<file path="src/common/mie_pkg.sv">
// Constants, opcodes and states of the instruction subset executor.
// Assumes a core that fetches, reads operand registers and owns the stack.
// What this block does
// - OR accumulator with file, update zero flag
// - Destination bit 0 accumulator, 1 file
// - Copy file to destination, update zero flag
// - Load eight-bit literal, flags untouched
// - Store accumulator to file, flags untouched
// - Literal return: load, pop, two cycles
// - Rotate left through carry to destination
// - Power-down sets expiry, clears powerdown flag
// - Power-down clears watchdog and prescaler
// - Power-down halts oscillator, enters low power
`default_nettype none

package mie_pkg;
    // ----------------------------------------------------------------
    // Widths
    // ----------------------------------------------------------------
    localparam int DATA_W = 8;
    localparam int FILE_W = 7;
    localparam int PC_W = 13;
    localparam int RADDR_W = 2;

    // ----------------------------------------------------------------
    // Register map, word indexes on the plain register port
    // ----------------------------------------------------------------
    localparam logic [1:0] REG_ACC = 2'h0;
    localparam logic [1:0] REG_STATUS = 2'h1;
    localparam logic [1:0] REG_CTRL = 2'h2;
    localparam logic [1:0] REG_DOG = 2'h3;

    // Status fields
    localparam int ST_C_BIT = 0;
    localparam int ST_Z_BIT = 2;
    localparam int ST_PWDN_BIT = 3;
    localparam int ST_EXP_BIT = 4;
    // Control fields
    localparam int CT_IEN_BIT = 0;
    localparam int CT_DOG_EN_BIT = 1;

    // Reset values
    localparam logic [7:0] ACC_RST = 8'h00;
    localparam logic [12:0] PC_RST = 13'h0000;
    localparam logic [12:0] PC_STEP = 13'h0001;
    localparam logic [7:0] ZERO8 = 8'h00;

    // Watchdog timing
    localparam int PRE_W = 8;
    localparam int DOG_W = 8;
    localparam int PRE_MAX = 127;
    localparam int DOG_MAX = 255;

    // ----------------------------------------------------------------
    // Operations
    // ----------------------------------------------------------------
    typedef enum logic [3:0] {
        OP_IDLE = 4'h0,
        OP_OR_ACC = 4'h1,
        OP_COPY = 4'h2,
        OP_LOAD_LIT = 4'h3,
        OP_STORE = 4'h4,
        OP_RET_LIT = 4'h5,
        OP_RET_IRQ = 4'h6,
        OP_ROT_LEFT = 4'h7,
        OP_POWER_DOWN = 4'h8
    } mie_op_t;

    typedef enum logic [1:0] {
        ST_RUN = 2'b00,
        ST_SECOND = 2'b01,
        ST_SLEEP = 2'b10
    } mie_state_t;
endpackage

`default_nettype wire

</file>
<file path="src/mie_count.sv">
// Free counter with synchronous clear and wrap pulse.
// Assumes enable and clear come from logic on the same clock.
`timescale 1ns/100ps
`default_nettype none

module mie_count #(
    parameter int W = 8,
    parameter int MAX = 255
) (
    input wire logic mclk,
    input wire logic rst_n,
    input wire logic clr,
    input wire logic en,
    output logic [W-1:0] count,
    output logic wrap
);
    // ----------------------------------------------------------------
    // State
    // ----------------------------------------------------------------
    typedef struct packed {
        logic [W-1:0] cnt;
    } mie_cnt_t;

    mie_cnt_t s;
    mie_cnt_t next_s;

    initial begin
        if (W < 1 || MAX < 1 || MAX > (2 ** W) - 1) begin
            $error("mie_count: MAX does not fit W");
        end
    end

    assign count = s.cnt;
    assign wrap = en && (s.cnt == W'(MAX));

    always_comb begin
        next_s = s;
        if (clr) begin
            next_s.cnt = '0;
        end else if (wrap) begin
            next_s.cnt = '0;
        end else if (en) begin
            next_s.cnt = s.cnt + W'(1);
        end
    end

    always_ff @(posedge mclk or negedge rst_n) begin
        if (!rst_n) begin
            s <= '0;
        end else begin
            s <= next_s;
        end
    end
endmodule // mie_count

`default_nettype wire

</file>
<file path="src/mie_exec.sv">
// Executes the instruction subset and holds accumulator, flags and pc.
// Assumes the core supplies the operand register value with each op and
// holds instr_valid low while ready is low.
`timescale 1ns/100ps
`default_nettype none

module mie_exec
    import mie_pkg::*;
#(
    parameter int PRE_LIMIT = PRE_MAX,
    parameter int DOG_LIMIT = DOG_MAX
) (
    input wire logic mclk,
    input wire logic rst_n,
    input wire logic instr_valid,
    input wire logic [3:0] op_code,
    input wire logic [FILE_W-1:0] op_file,
    input wire logic op_dest,
    input wire logic [DATA_W-1:0] op_lit,
    input wire logic [DATA_W-1:0] op_fval,
    input wire logic [PC_W-1:0] stack_top,
    input wire logic wake_pin,
    input wire logic [RADDR_W-1:0] reg_addr,
    input wire logic [DATA_W-1:0] reg_wdata,
    input wire logic reg_wr,
    input wire logic reg_rd,
    output logic [DATA_W-1:0] reg_rdata,
    output logic ready,
    output logic done,
    output logic [DATA_W-1:0] acc,
    output logic zero_flag,
    output logic carry_flag,
    output logic expiry_flag,
    output logic powerdown_flag,
    output logic global_interrupt_enable,
    output logic [PC_W-1:0] pc,
    output logic file_we,
    output logic [FILE_W-1:0] file_waddr,
    output logic [DATA_W-1:0] file_wdata,
    output logic osc_run,
    output logic [DOG_W-1:0] watchdog_counter
);
    // ----------------------------------------------------------------
    // State
    // ----------------------------------------------------------------
    typedef struct packed {
        mie_state_t st;
        logic rdy;
        logic done;
        logic [DATA_W-1:0] acc;
        logic zf;
        logic cf;
        logic tof;
        logic pdf;
        logic ien;
        logic dog_en;
        logic [PC_W-1:0] pc;
        logic fwe;
        logic [FILE_W-1:0] fwaddr;
        logic [DATA_W-1:0] fwdata;
        logic [DATA_W-1:0] rdata;
        logic osc;
        logic wake_m;
        logic wake_s;
    } mie_exec_t;

    mie_exec_t s;
    mie_exec_t next_s;
    logic go;
    logic dog_clr;
    logic dog_wrap;
    logic pre_wrap;
    logic [PRE_W-1:0] pre_count;
    logic [DATA_W-1:0] res;
    logic [DATA_W-1:0] stat_word;
    mie_op_t op;

    initial begin
        if (PRE_LIMIT < 1 || DOG_LIMIT < 1) begin
            $error("mie_exec: watchdog limits must be positive");
        end
    end

    assign op = mie_op_t'(op_code);
    assign go = (s.st == ST_RUN) && instr_valid;
    // Sleep wipes both stages of the watchdog
    assign dog_clr = go && (op == OP_POWER_DOWN);

    // ----------------------------------------------------------------
    // Watchdog prescaler and counter
    // ----------------------------------------------------------------
    // Watchdog keeps running in sleep; a time-out does not end it, only the wake pin does.
    mie_count #(.W(PRE_W), .MAX(PRE_LIMIT)) u_pre (
        .mclk(mclk),
        .rst_n(rst_n),
        .clr(dog_clr),
        .en(s.dog_en),
        .count(pre_count),
        .wrap(pre_wrap)
    );

    mie_count #(.W(DOG_W), .MAX(DOG_LIMIT)) u_dog (
        .mclk(mclk),
        .rst_n(rst_n),
        .clr(dog_clr),
        .en(pre_wrap),
        .count(watchdog_counter),
        .wrap(dog_wrap)
    );

    // ----------------------------------------------------------------
    // Next state
    // ----------------------------------------------------------------
    always_comb begin
        stat_word = ZERO8;
        stat_word[ST_C_BIT] = s.cf;
        stat_word[ST_Z_BIT] = s.zf;
        stat_word[ST_PWDN_BIT] = s.pdf;
        stat_word[ST_EXP_BIT] = s.tof;
        res = ZERO8;
        next_s = s;
        next_s.done = 1'b0;
        next_s.fwe = 1'b0;
        next_s.wake_m = wake_pin;
        next_s.wake_s = s.wake_m;
        // A time-out clears the expiry flag; a power-down in the same cycle wins
        if (dog_wrap) begin
            next_s.tof = 1'b0;
        end

        // Register port; an instruction in the same cycle wins
        if (reg_rd) begin
            unique case (reg_addr)
                REG_ACC: next_s.rdata = s.acc;
                REG_STATUS: next_s.rdata = stat_word;
                REG_CTRL: begin
                    next_s.rdata = ZERO8;
                    next_s.rdata[CT_IEN_BIT] = s.ien;
                    next_s.rdata[CT_DOG_EN_BIT] = s.dog_en;
                end
                REG_DOG: next_s.rdata = watchdog_counter;
            endcase
        end
        if (reg_wr) begin
            unique case (reg_addr)
                REG_ACC: next_s.acc = reg_wdata;
                REG_STATUS: begin
                    next_s.cf = reg_wdata[ST_C_BIT];
                    next_s.zf = reg_wdata[ST_Z_BIT];
                end
                REG_CTRL: begin
                    next_s.ien = reg_wdata[CT_IEN_BIT];
                    next_s.dog_en = reg_wdata[CT_DOG_EN_BIT];
                end
                REG_DOG: ;
            endcase
        end

        unique case (s.st)
            ST_RUN: begin
                if (instr_valid) begin
                    next_s.done = 1'b1;
                    next_s.pc = s.pc + PC_STEP;
                    unique case (op)
                        OP_OR_ACC: begin
                            res = s.acc | op_fval;
                            next_s.zf = (res == ZERO8);
                        end
                        OP_COPY: begin
                            res = op_fval;
                            next_s.zf = (res == ZERO8);
                        end
                        OP_LOAD_LIT: begin
                            next_s.acc = op_lit;
                        end
                        OP_STORE: begin
                            next_s.fwe = 1'b1;
                            next_s.fwaddr = op_file;
                            next_s.fwdata = s.acc;
                        end
                        OP_RET_LIT: begin
                            // Second cycle is the refetch after the pop
                            next_s.acc = op_lit;
                            next_s.pc = stack_top;
                            next_s.st = ST_SECOND;
                            next_s.rdy = 1'b0;
                        end
                        OP_RET_IRQ: begin
                            next_s.pc = stack_top;
                            next_s.ien = 1'b1;
                            next_s.st = ST_SECOND;
                            next_s.rdy = 1'b0;
                        end
                        OP_ROT_LEFT: begin
                            res = {op_fval[DATA_W-2:0], s.cf};
                            next_s.cf = op_fval[DATA_W-1];
                        end
                        OP_POWER_DOWN: begin
                            next_s.tof = 1'b1;
                            next_s.pdf = 1'b0;
                            next_s.st = ST_SLEEP;
                            next_s.rdy = 1'b0;
                            next_s.osc = 1'b0;
                        end
                        default: ;
                    endcase
                    // Destination select for ops that carry one
                    if (op == OP_OR_ACC || op == OP_COPY || op == OP_ROT_LEFT) begin
                        if (op_dest) begin
                            next_s.fwe = 1'b1;
                            next_s.fwaddr = op_file;
                            next_s.fwdata = res;
                        end else begin
                            next_s.acc = res;
                        end
                    end
                end
            end
            ST_SECOND: begin
                next_s.st = ST_RUN;
                next_s.rdy = 1'b1;
            end
            ST_SLEEP: begin
                // Only the synchronised wake pin restarts the clock
                if (s.wake_s) begin
                    next_s.st = ST_RUN;
                    next_s.rdy = 1'b1;
                    next_s.osc = 1'b1;
                end
            end
            default: begin
                next_s.st = ST_RUN;
                next_s.rdy = 1'b1;
            end
        endcase
    end

    always_ff @(posedge mclk or negedge rst_n) begin
        if (!rst_n) begin
            s.st <= ST_RUN;
            s.rdy <= 1'b1;
            s.done <= 1'b0;
            s.acc <= ACC_RST;
            s.zf <= 1'b0;
            s.cf <= 1'b0;
            s.tof <= 1'b1;
            s.pdf <= 1'b1;
            s.ien <= 1'b0;
            s.dog_en <= 1'b0;
            s.pc <= PC_RST;
            s.fwe <= 1'b0;
            s.fwaddr <= '0;
            s.fwdata <= ZERO8;
            s.rdata <= ZERO8;
            s.osc <= 1'b1;
            s.wake_m <= 1'b0;
            s.wake_s <= 1'b0;
        end else begin
            s <= next_s;
        end
    end

    // ----------------------------------------------------------------
    // Outputs
    // ----------------------------------------------------------------
    assign reg_rdata = s.rdata;
    assign ready = s.rdy;
    assign done = s.done;
    assign acc = s.acc;
    assign zero_flag = s.zf;
    assign carry_flag = s.cf;
    assign expiry_flag = s.tof;
    assign powerdown_flag = s.pdf;
    assign global_interrupt_enable = s.ien;
    assign pc = s.pc;
    assign file_we = s.fwe;
    assign file_waddr = s.fwaddr;
    assign file_wdata = s.fwdata;
    assign osc_run = s.osc;
endmodule // mie_exec

`default_nettype wire

</file>
<file path="config.mk">
export PLATFORM = sky130hd
export DESIGN_NAME = mie_exec
export DESIGN_NICKNAME = d
export VERILOG_FILES = /design/src/common/mie_pkg.sv /design/src/mie_count.sv /design/src/mie_exec.sv
export SDC_FILE = /design/constraint.sdc
export NUM_CORES = 1
export LEC_CHECK = 0
export ABC_CLOCK_PERIOD_IN_PS = 1900
export BUFFER_PORTS_ARGS = -buffer_cell sky130_fd_sc_hd__buf_2
export CORE_MARGIN = 4
export CORE_UTILIZATION = 48
export DETAILED_ROUTE_END_ITERATION = 10
export PLACE_DENSITY = 0.88
export SYNTH_ARGS = -nofsm -noshare
export SYNTH_HDL_FRONTEND = slang
export SYNTH_HIERARCHICAL = 1
export SYNTH_SLANG_ARGS = --single-unit
</file>
<file path="constraint.sdc">
create_clock -name mclk -period 1.9 [get_ports mclk]
set_clock_uncertainty 0.15 [all_clocks]
set_input_delay 0 -clock mclk [delete_from_list [all_inputs] [get_ports mclk]]
set_output_delay 0 -clock mclk [all_outputs]
set_load 0.01 [all_outputs]
</file>
* Word level (Yosys, flattened, before mapping)
Index checks and enable logic that the tools add are counted.
** Storage, ports and cells
- Output and inout bits :: 61
- Input bits :: 57
- Flip-flop bits (word level) :: 74
- Word-level logic and storage cells :: 98
** Cells by class
- Bitwise operators :: 1
- Equal/unequal tests :: 18
- Muxes and demuxes :: 36
- Add/subtract/negate cells :: 3
- Reductions and logical operators :: 20
** Operator list (number)
- two-way mux 16 bit :: 5
- two-way mux 8 bit :: 10
- case mux 8 bit (4 select lines) :: 1
- case mux 8 bit (3 select lines) :: 1
- two-way mux 17 bit :: 1
- adder 8 x 1 -> 8 bit (second input constant) :: 2
- == test 4 x 3 -> 1 bit (second input constant) :: 4
- zero test 8 bit :: 2
- two-way mux 14 bit :: 1
- adder 13 x 1 -> 13 bit (second input constant) :: 1
- two-way mux 13 bit :: 1
- case mux 3 bit (2 select lines) :: 2
- two-way mux 10 bit :: 1
- == test 4 x 2 -> 1 bit (second input constant) :: 2
- == test 8 x 7 -> 1 bit (second input constant) :: 1
- == test 8 bit (second input constant) :: 1
- two-way mux 2 bit :: 4
- OR 8 bit :: 1
- == test 2 bit (second input constant) :: 3
- two-way mux 1 bit :: 6
- AND reduction 3 bit :: 2
- nonzero test 3 bit :: 2
- == test 4 x 1 -> 1 bit (second input constant) :: 1
- == test 4 bit (second input constant) :: 1
- 13 further kinds :: 22

* Longest topological paths before layout
- Word-level depth :: 8
- Mapped depth :: 8
- Mapped depth without buffers :: 6

* Hierarchy
The synthesis kept the hierarchy.
** Modules (own cells, without submodules)
- mie_exec :: instances 1, cells an instance 367, area an instance 3497.1 µm², sequential area each 1456.4 µm²
- mie_count (u_dog) :: instances 1, cells an instance 47, area an instance 432.9 µm², sequential area each 200.2 µm²
- mie_count (u_pre) :: instances 1, cells an instance 42, area an instance 416.6 µm², sequential area each 200.2 µm²

* Worst setup path before layout
OpenSTA, ideal clock, no wires.
- Path kind :: reg2reg
- Start :: register s[57] (netlist name)
- End :: register u_dog.s (netlist bit u_dog/count[7])
- Clock period less this slack :: 1858 ps
- Setup time :: 132 ps
- Data required time :: 1618 ps
- Arrival :: 1576 ps
- Cell stages (with the launch flop) :: 7
- Setup slack :: 42 ps
- Path buffers :: 2
- Path through :: dfrtp_1 or3b_1 buf_2 or2_2 inv_1 buf_1 nor3_1
** On the way
- Longest elaborated chain between the ends :: 4
- Elaborated cells on any way between the ends :: 5
- Classes of those cells :: 1 x mux; 4 x reduce/logical
** RTL lines
- start, declared :: RTL line mie_exec.sv:67 : mie_exec_t s;
- start signal, assigned :: RTL line mie_exec.sv:259 : s <= next_s;
- zero test 2 bit * :: RTL line mie_exec.sv:85 : assign go = (s.st == ST_RUN) && instr_valid;
- logical AND 1 bit * :: RTL line mie_exec.sv:85
- logical AND 1 bit * :: RTL line mie_exec.sv:87 : assign dog_clr = go && (op == OP_POWER_DOWN);
- via dog_clr :: RTL line mie_exec.sv:70 : logic dog_clr;
- nonzero test 3 bit (no source line) or two-way mux 8 bit (tied branches)
- end signal, assigned :: RTL line mie_count.sv:51 : s <= next_s;
- end, declared :: RTL line mie_count.sv:24 : mie_cnt_t s;
Mark *: on every way through the listed nets, which the timed path passes. The rest lies on a longest branch.
A chain may end at the register's enable or synchronous reset.

==> Implementation_results.wiki <==
{| class="wikitable"
! Metric !! Value
|-
| First-pass GRT wire length || 20900 um
|-
| Number of global-route vias before repair || 4297
|-
| Category of the critical setup timing path || reg -> reg
|-
| Die boundary width || 103 um
|-
| Setup TNS Final || 0 ps
|-
| Global placer's final weighted congestion || 0.895
|-
| # diodes || 0
|-
| Warnings, synthesis || 6
|-
| Post-synth top area cell || sky130_fd_sc_hd__dfrtp_1
|-
| Dominant combinational cell family by area after synthesis || compound AO/OA/AOI/OAI gates
|-
| Share of synthesized cell area in and, or, nand and nor gates || 17.0%
|-
| Post-synth EDFFs || 0
|-
| Post-route DRC || 0
|-
| Clk sink count || 74
|-
| Util after Layout || 65.0%
|-
| Post-route design area || 5700 um2
|-
| Buffering stage count on the worst path with inverters included || 0
|-
| Register area share after synthesis || 42.7%
|-
| Number of top-level design ports || 118
|-
| Final-report hold violation count || 16
|-
| Max Cap Viol || 0
|-
| Vias || 4353
|-
| Fraction of registers with async set/reset || 100%
|-
| Syn_area_per_cell || 9.53 um2
|-
| Depth of the CTS H-tree || 3
|-
| Initial DRC Count || 303
|-
| Effective utilization at floorplan || 49.6%
|-
| Max VDD drop || 0.598 mV
|-
| Number of antenna violations at the first check in global routing || 0
|-
| Worst min-delay path category || in -> async
|-
| Violations in the final reports || negative hold slack
|-
| Post-synth net total || 516
|-
| Commonest register cell after synthesis || sky130_fd_sc_hd__dfrtp_1
|-
| Critical Path End Type || flop
|-
| First-pass iteration count of the detailed router || 5
|-
| Placed instance area || 4800 um2
|-
| CP startpoint kind || flop
|-
| Top post-synthesis cells by area || sky130_fd_sc_hd__dfrtp_1 40%, sky130_fd_sc_hd__buf_4 8.3%, sky130_fd_sc_hd__mux2i_1 5.5%
|-
| Pwr/cell area || 1080 nW/um2
|-
| Slew at the pin closest to its max-slew limit || 519 ps
|-
| Clock Tree Buf Depth || 2
|-
| Gate count after technology mapping || 456
|-
| CP max-delay cell || sky130_fd_sc_hd__or3b_4
|-
| Synthesized area || 4350 um2
|-
| Cell with the most instances after synthesis || sky130_fd_sc_hd__dfrtp_1
|-
| Worst setup margin || 58.0 ps
|-
| Source-to-sink clock delay at the later pin of the worst-skew pair || 360 ps
|-
| Multiplexer share of the synthesized area || 8.89%
|-
| Number of clock buffers inserted by TritonCTS || 9
|-
| Final worst path period share || 96.9%
|-
| Wire length per cell || 18.7 um
|-
| Hold slack final || -6.61 ps
|-
| Series of cell instances along the critical path || or3b_4 -> nor2_4 -> and3_2 -> a22oi_1 -> o21ai_1
|-
| Largest net degree at the start of global routing || 40
|-
| Number of routed nets with antenna violations || 0
|-
| Leakage power figure || 2.74 nW
|-
| Delay of the slowest cell on the worst path || 440 ps
|-
| Clock tree from TritonCTS || yes
|-
| Final-report setup violation count || 0
|-
| Adder-cell share of the synthesized area || 0.864%
|-
| Area of the die || 10600 um2
|-
| Critical path arrival || 1960 ps
|-
| Layout area overhead || 31.0%
|-
| Post-place setup slack || -12.0 ps
|-
| Vias per inst || 6.14
|-
| Family of cells with the greatest summed delay on the critical path || simple AND/OR/NAND/NOR gates
|-
| Time the worst path needs with I/O delays and setup || 1840 ps
|-
| Area of the core || 8760 um2
|-
| Net total in the final layout || 656
|-
| Fraction of the mapped netlist area in compound gates || 17.4%
|-
| Synth cell count leaders || 70 x sky130_fd_sc_hd__dfrtp_1, 48 x sky130_fd_sc_hd__buf_4, 32 x sky130_fd_sc_hd__a21oi_1
|-
| Maximum fanout encountered on the critical timing path || 8
|-
| Number of library cell types mapped by synthesis || 60
|-
| HPWL after DPL || 8390 um
|-
| Vert. Die Dim || 103 um
|-
| Number of input and output port buffers inserted || 117
|-
| CTS clk-pin slew, worst paths || 70 ps
|-
| Required time reported for the critical path endpoint || 2020 ps
|-
| Fraction of layout instances using a drive strength above 1 || 32.1%
|-
| Final Max Slew Viols || 0
|-
| Worst slew margin relative to its limit || 65.3%
|-
| Status || complete, but fails checks
|-
| Buffer cell driving the clock tree root || sky130_fd_sc_hd__clkbuf_8
|-
| Post-synthesis xor/xnor area fraction || 1.61%
|-
| Total length of routed wires || 13300 um
|-
| Post-synthesis register bit count || 74
|-
| Remaining Overflow, GRT || 0
|-
| Max Freq || 543 MHz
|-
| Total track usage || 25.1%
|-
| Top-area cell type share of the netlist area || 40.3%
|-
| Count of standard-cell rows || 34
|}
## state kept, by name (all words and copies together), names as in the netlist, 4 cells and up
signal	flops
pc	13
acc	8
file_wdata	8
reg_rdata	8
u_dog/count	8
u_pre/count	8
file_waddr	7
s	4
## kinds of logic after synthesis
| group | count (synthesis) |
|---|---|
| xor+xnor | 8 |
| fa+ha+maj | 3 |
| flops | 74 |
| simple gates | 137 |
| mux | 35 |
| buf+inv | 79 |
| compound gates | 120 |
## metal layers
layer,global-route usage (%),vias to the layer above,part of all wire [%]
li1,-,1898,-
met1,30.2,2082,38
met2,42.4,318,50
met3,5.21,55,8.6
met4,12.5,0,3.7
met5,0,-,0
## timing repair
item | CTS | global route
cloned | 0 | 1
setup buffers | 0 | 6
hold endpoints to repair | 123 | 0
setup endpoints to repair | 3 | 28
pin swaps | 0 | 2
hold buffers | 55 | 0
gates resized for setup | 1 | 8
## worst register-to-register path: stages (launching register included)
cell and delay [ps]:
sky130_fd_sc_hd__dfrtp_1 420, sky130_fd_sc_hd__or3b_4 440, sky130_fd_sc_hd__nor2_4 190, sky130_fd_sc_hd__and3_2 340, sky130_fd_sc_hd__a22oi_1 120, sky130_fd_sc_hd__o21ai_1 100
## metrics by stage
| step | std cells | power [mW] |
|---|---|---|
| 3_3_place_gp | 631 | 4.19 |
| 4_1_cts | 702 | 6.03 |
| 6_report | 709 | 6.15 |
| 2_1_floorplan | 456 | 3.84 |
| 3_5_place_dp | 631 | 4.30 |
| 5_1_grt | 709 | 6.47 |
## report_power, final
group	switching (mW)	internal, mW	total, mW
Clock	0.607	1.04	1.65
Sequential	0.520	2.02	2.54
Combinational	1.02	0.950	1.97
Total	2.14	4.01	6.15
## area by class of cell
type / instances / area [um2]
clock inverter: 5 / 125
timing repair buffer: 199 / 1380
inverter: 8 / 30.0
fill: 627 / 3070
clock buffer: 11 / 141
multi-input combinational: 304 / 2030
tap: 108 / 135
sequential: 74 / 1860
## final timing paths
check,end,startpoint,cells after the start,slack (ps)
setup / recovery,acc[2],s[57],5,60
hold / removal,pc[7],rst_n,2,-7
setup reg to reg,acc[2],s[57],5,60
hold reg to reg,s[0],next_s[0],0,210
max in group asynchronous,file_waddr[4],rst_n,3,1020
min in group mclk,zero_flag,reg_wr,4,50
## layout by cell type, fill, tap and decap left out, types with 9 or more instances in the layout
master / synthesis / layout
sky130_fd_sc_hd__a21oi_1: 32 / 32
sky130_fd_sc_hd__a221o_1: 9 / 9
sky130_fd_sc_hd__a22oi_1: 13 / 13
sky130_fd_sc_hd__and3_1: 16 / 14
sky130_fd_sc_hd__buf_2: 11 / 116
sky130_fd_sc_hd__buf_4: 48 / 25
sky130_fd_sc_hd__clkbuf_8: 0 / 10
sky130_fd_sc_hd__dfrtp_1: 70 / 70
sky130_fd_sc_hd__dlygate4sd3_1: 0 / 55
sky130_fd_sc_hd__mux2i_1: 24 / 24
sky130_fd_sc_hd__nand2_1: 30 / 30
sky130_fd_sc_hd__nand3_1: 15 / 15
sky130_fd_sc_hd__nand4_1: 9 / 9
sky130_fd_sc_hd__nor2_1: 27 / 26
sky130_fd_sc_hd__o21ai_0: 20 / 20
sky130_fd_sc_hd__o21ai_1: 16 / 16
(Power assumes the default switching activity.)
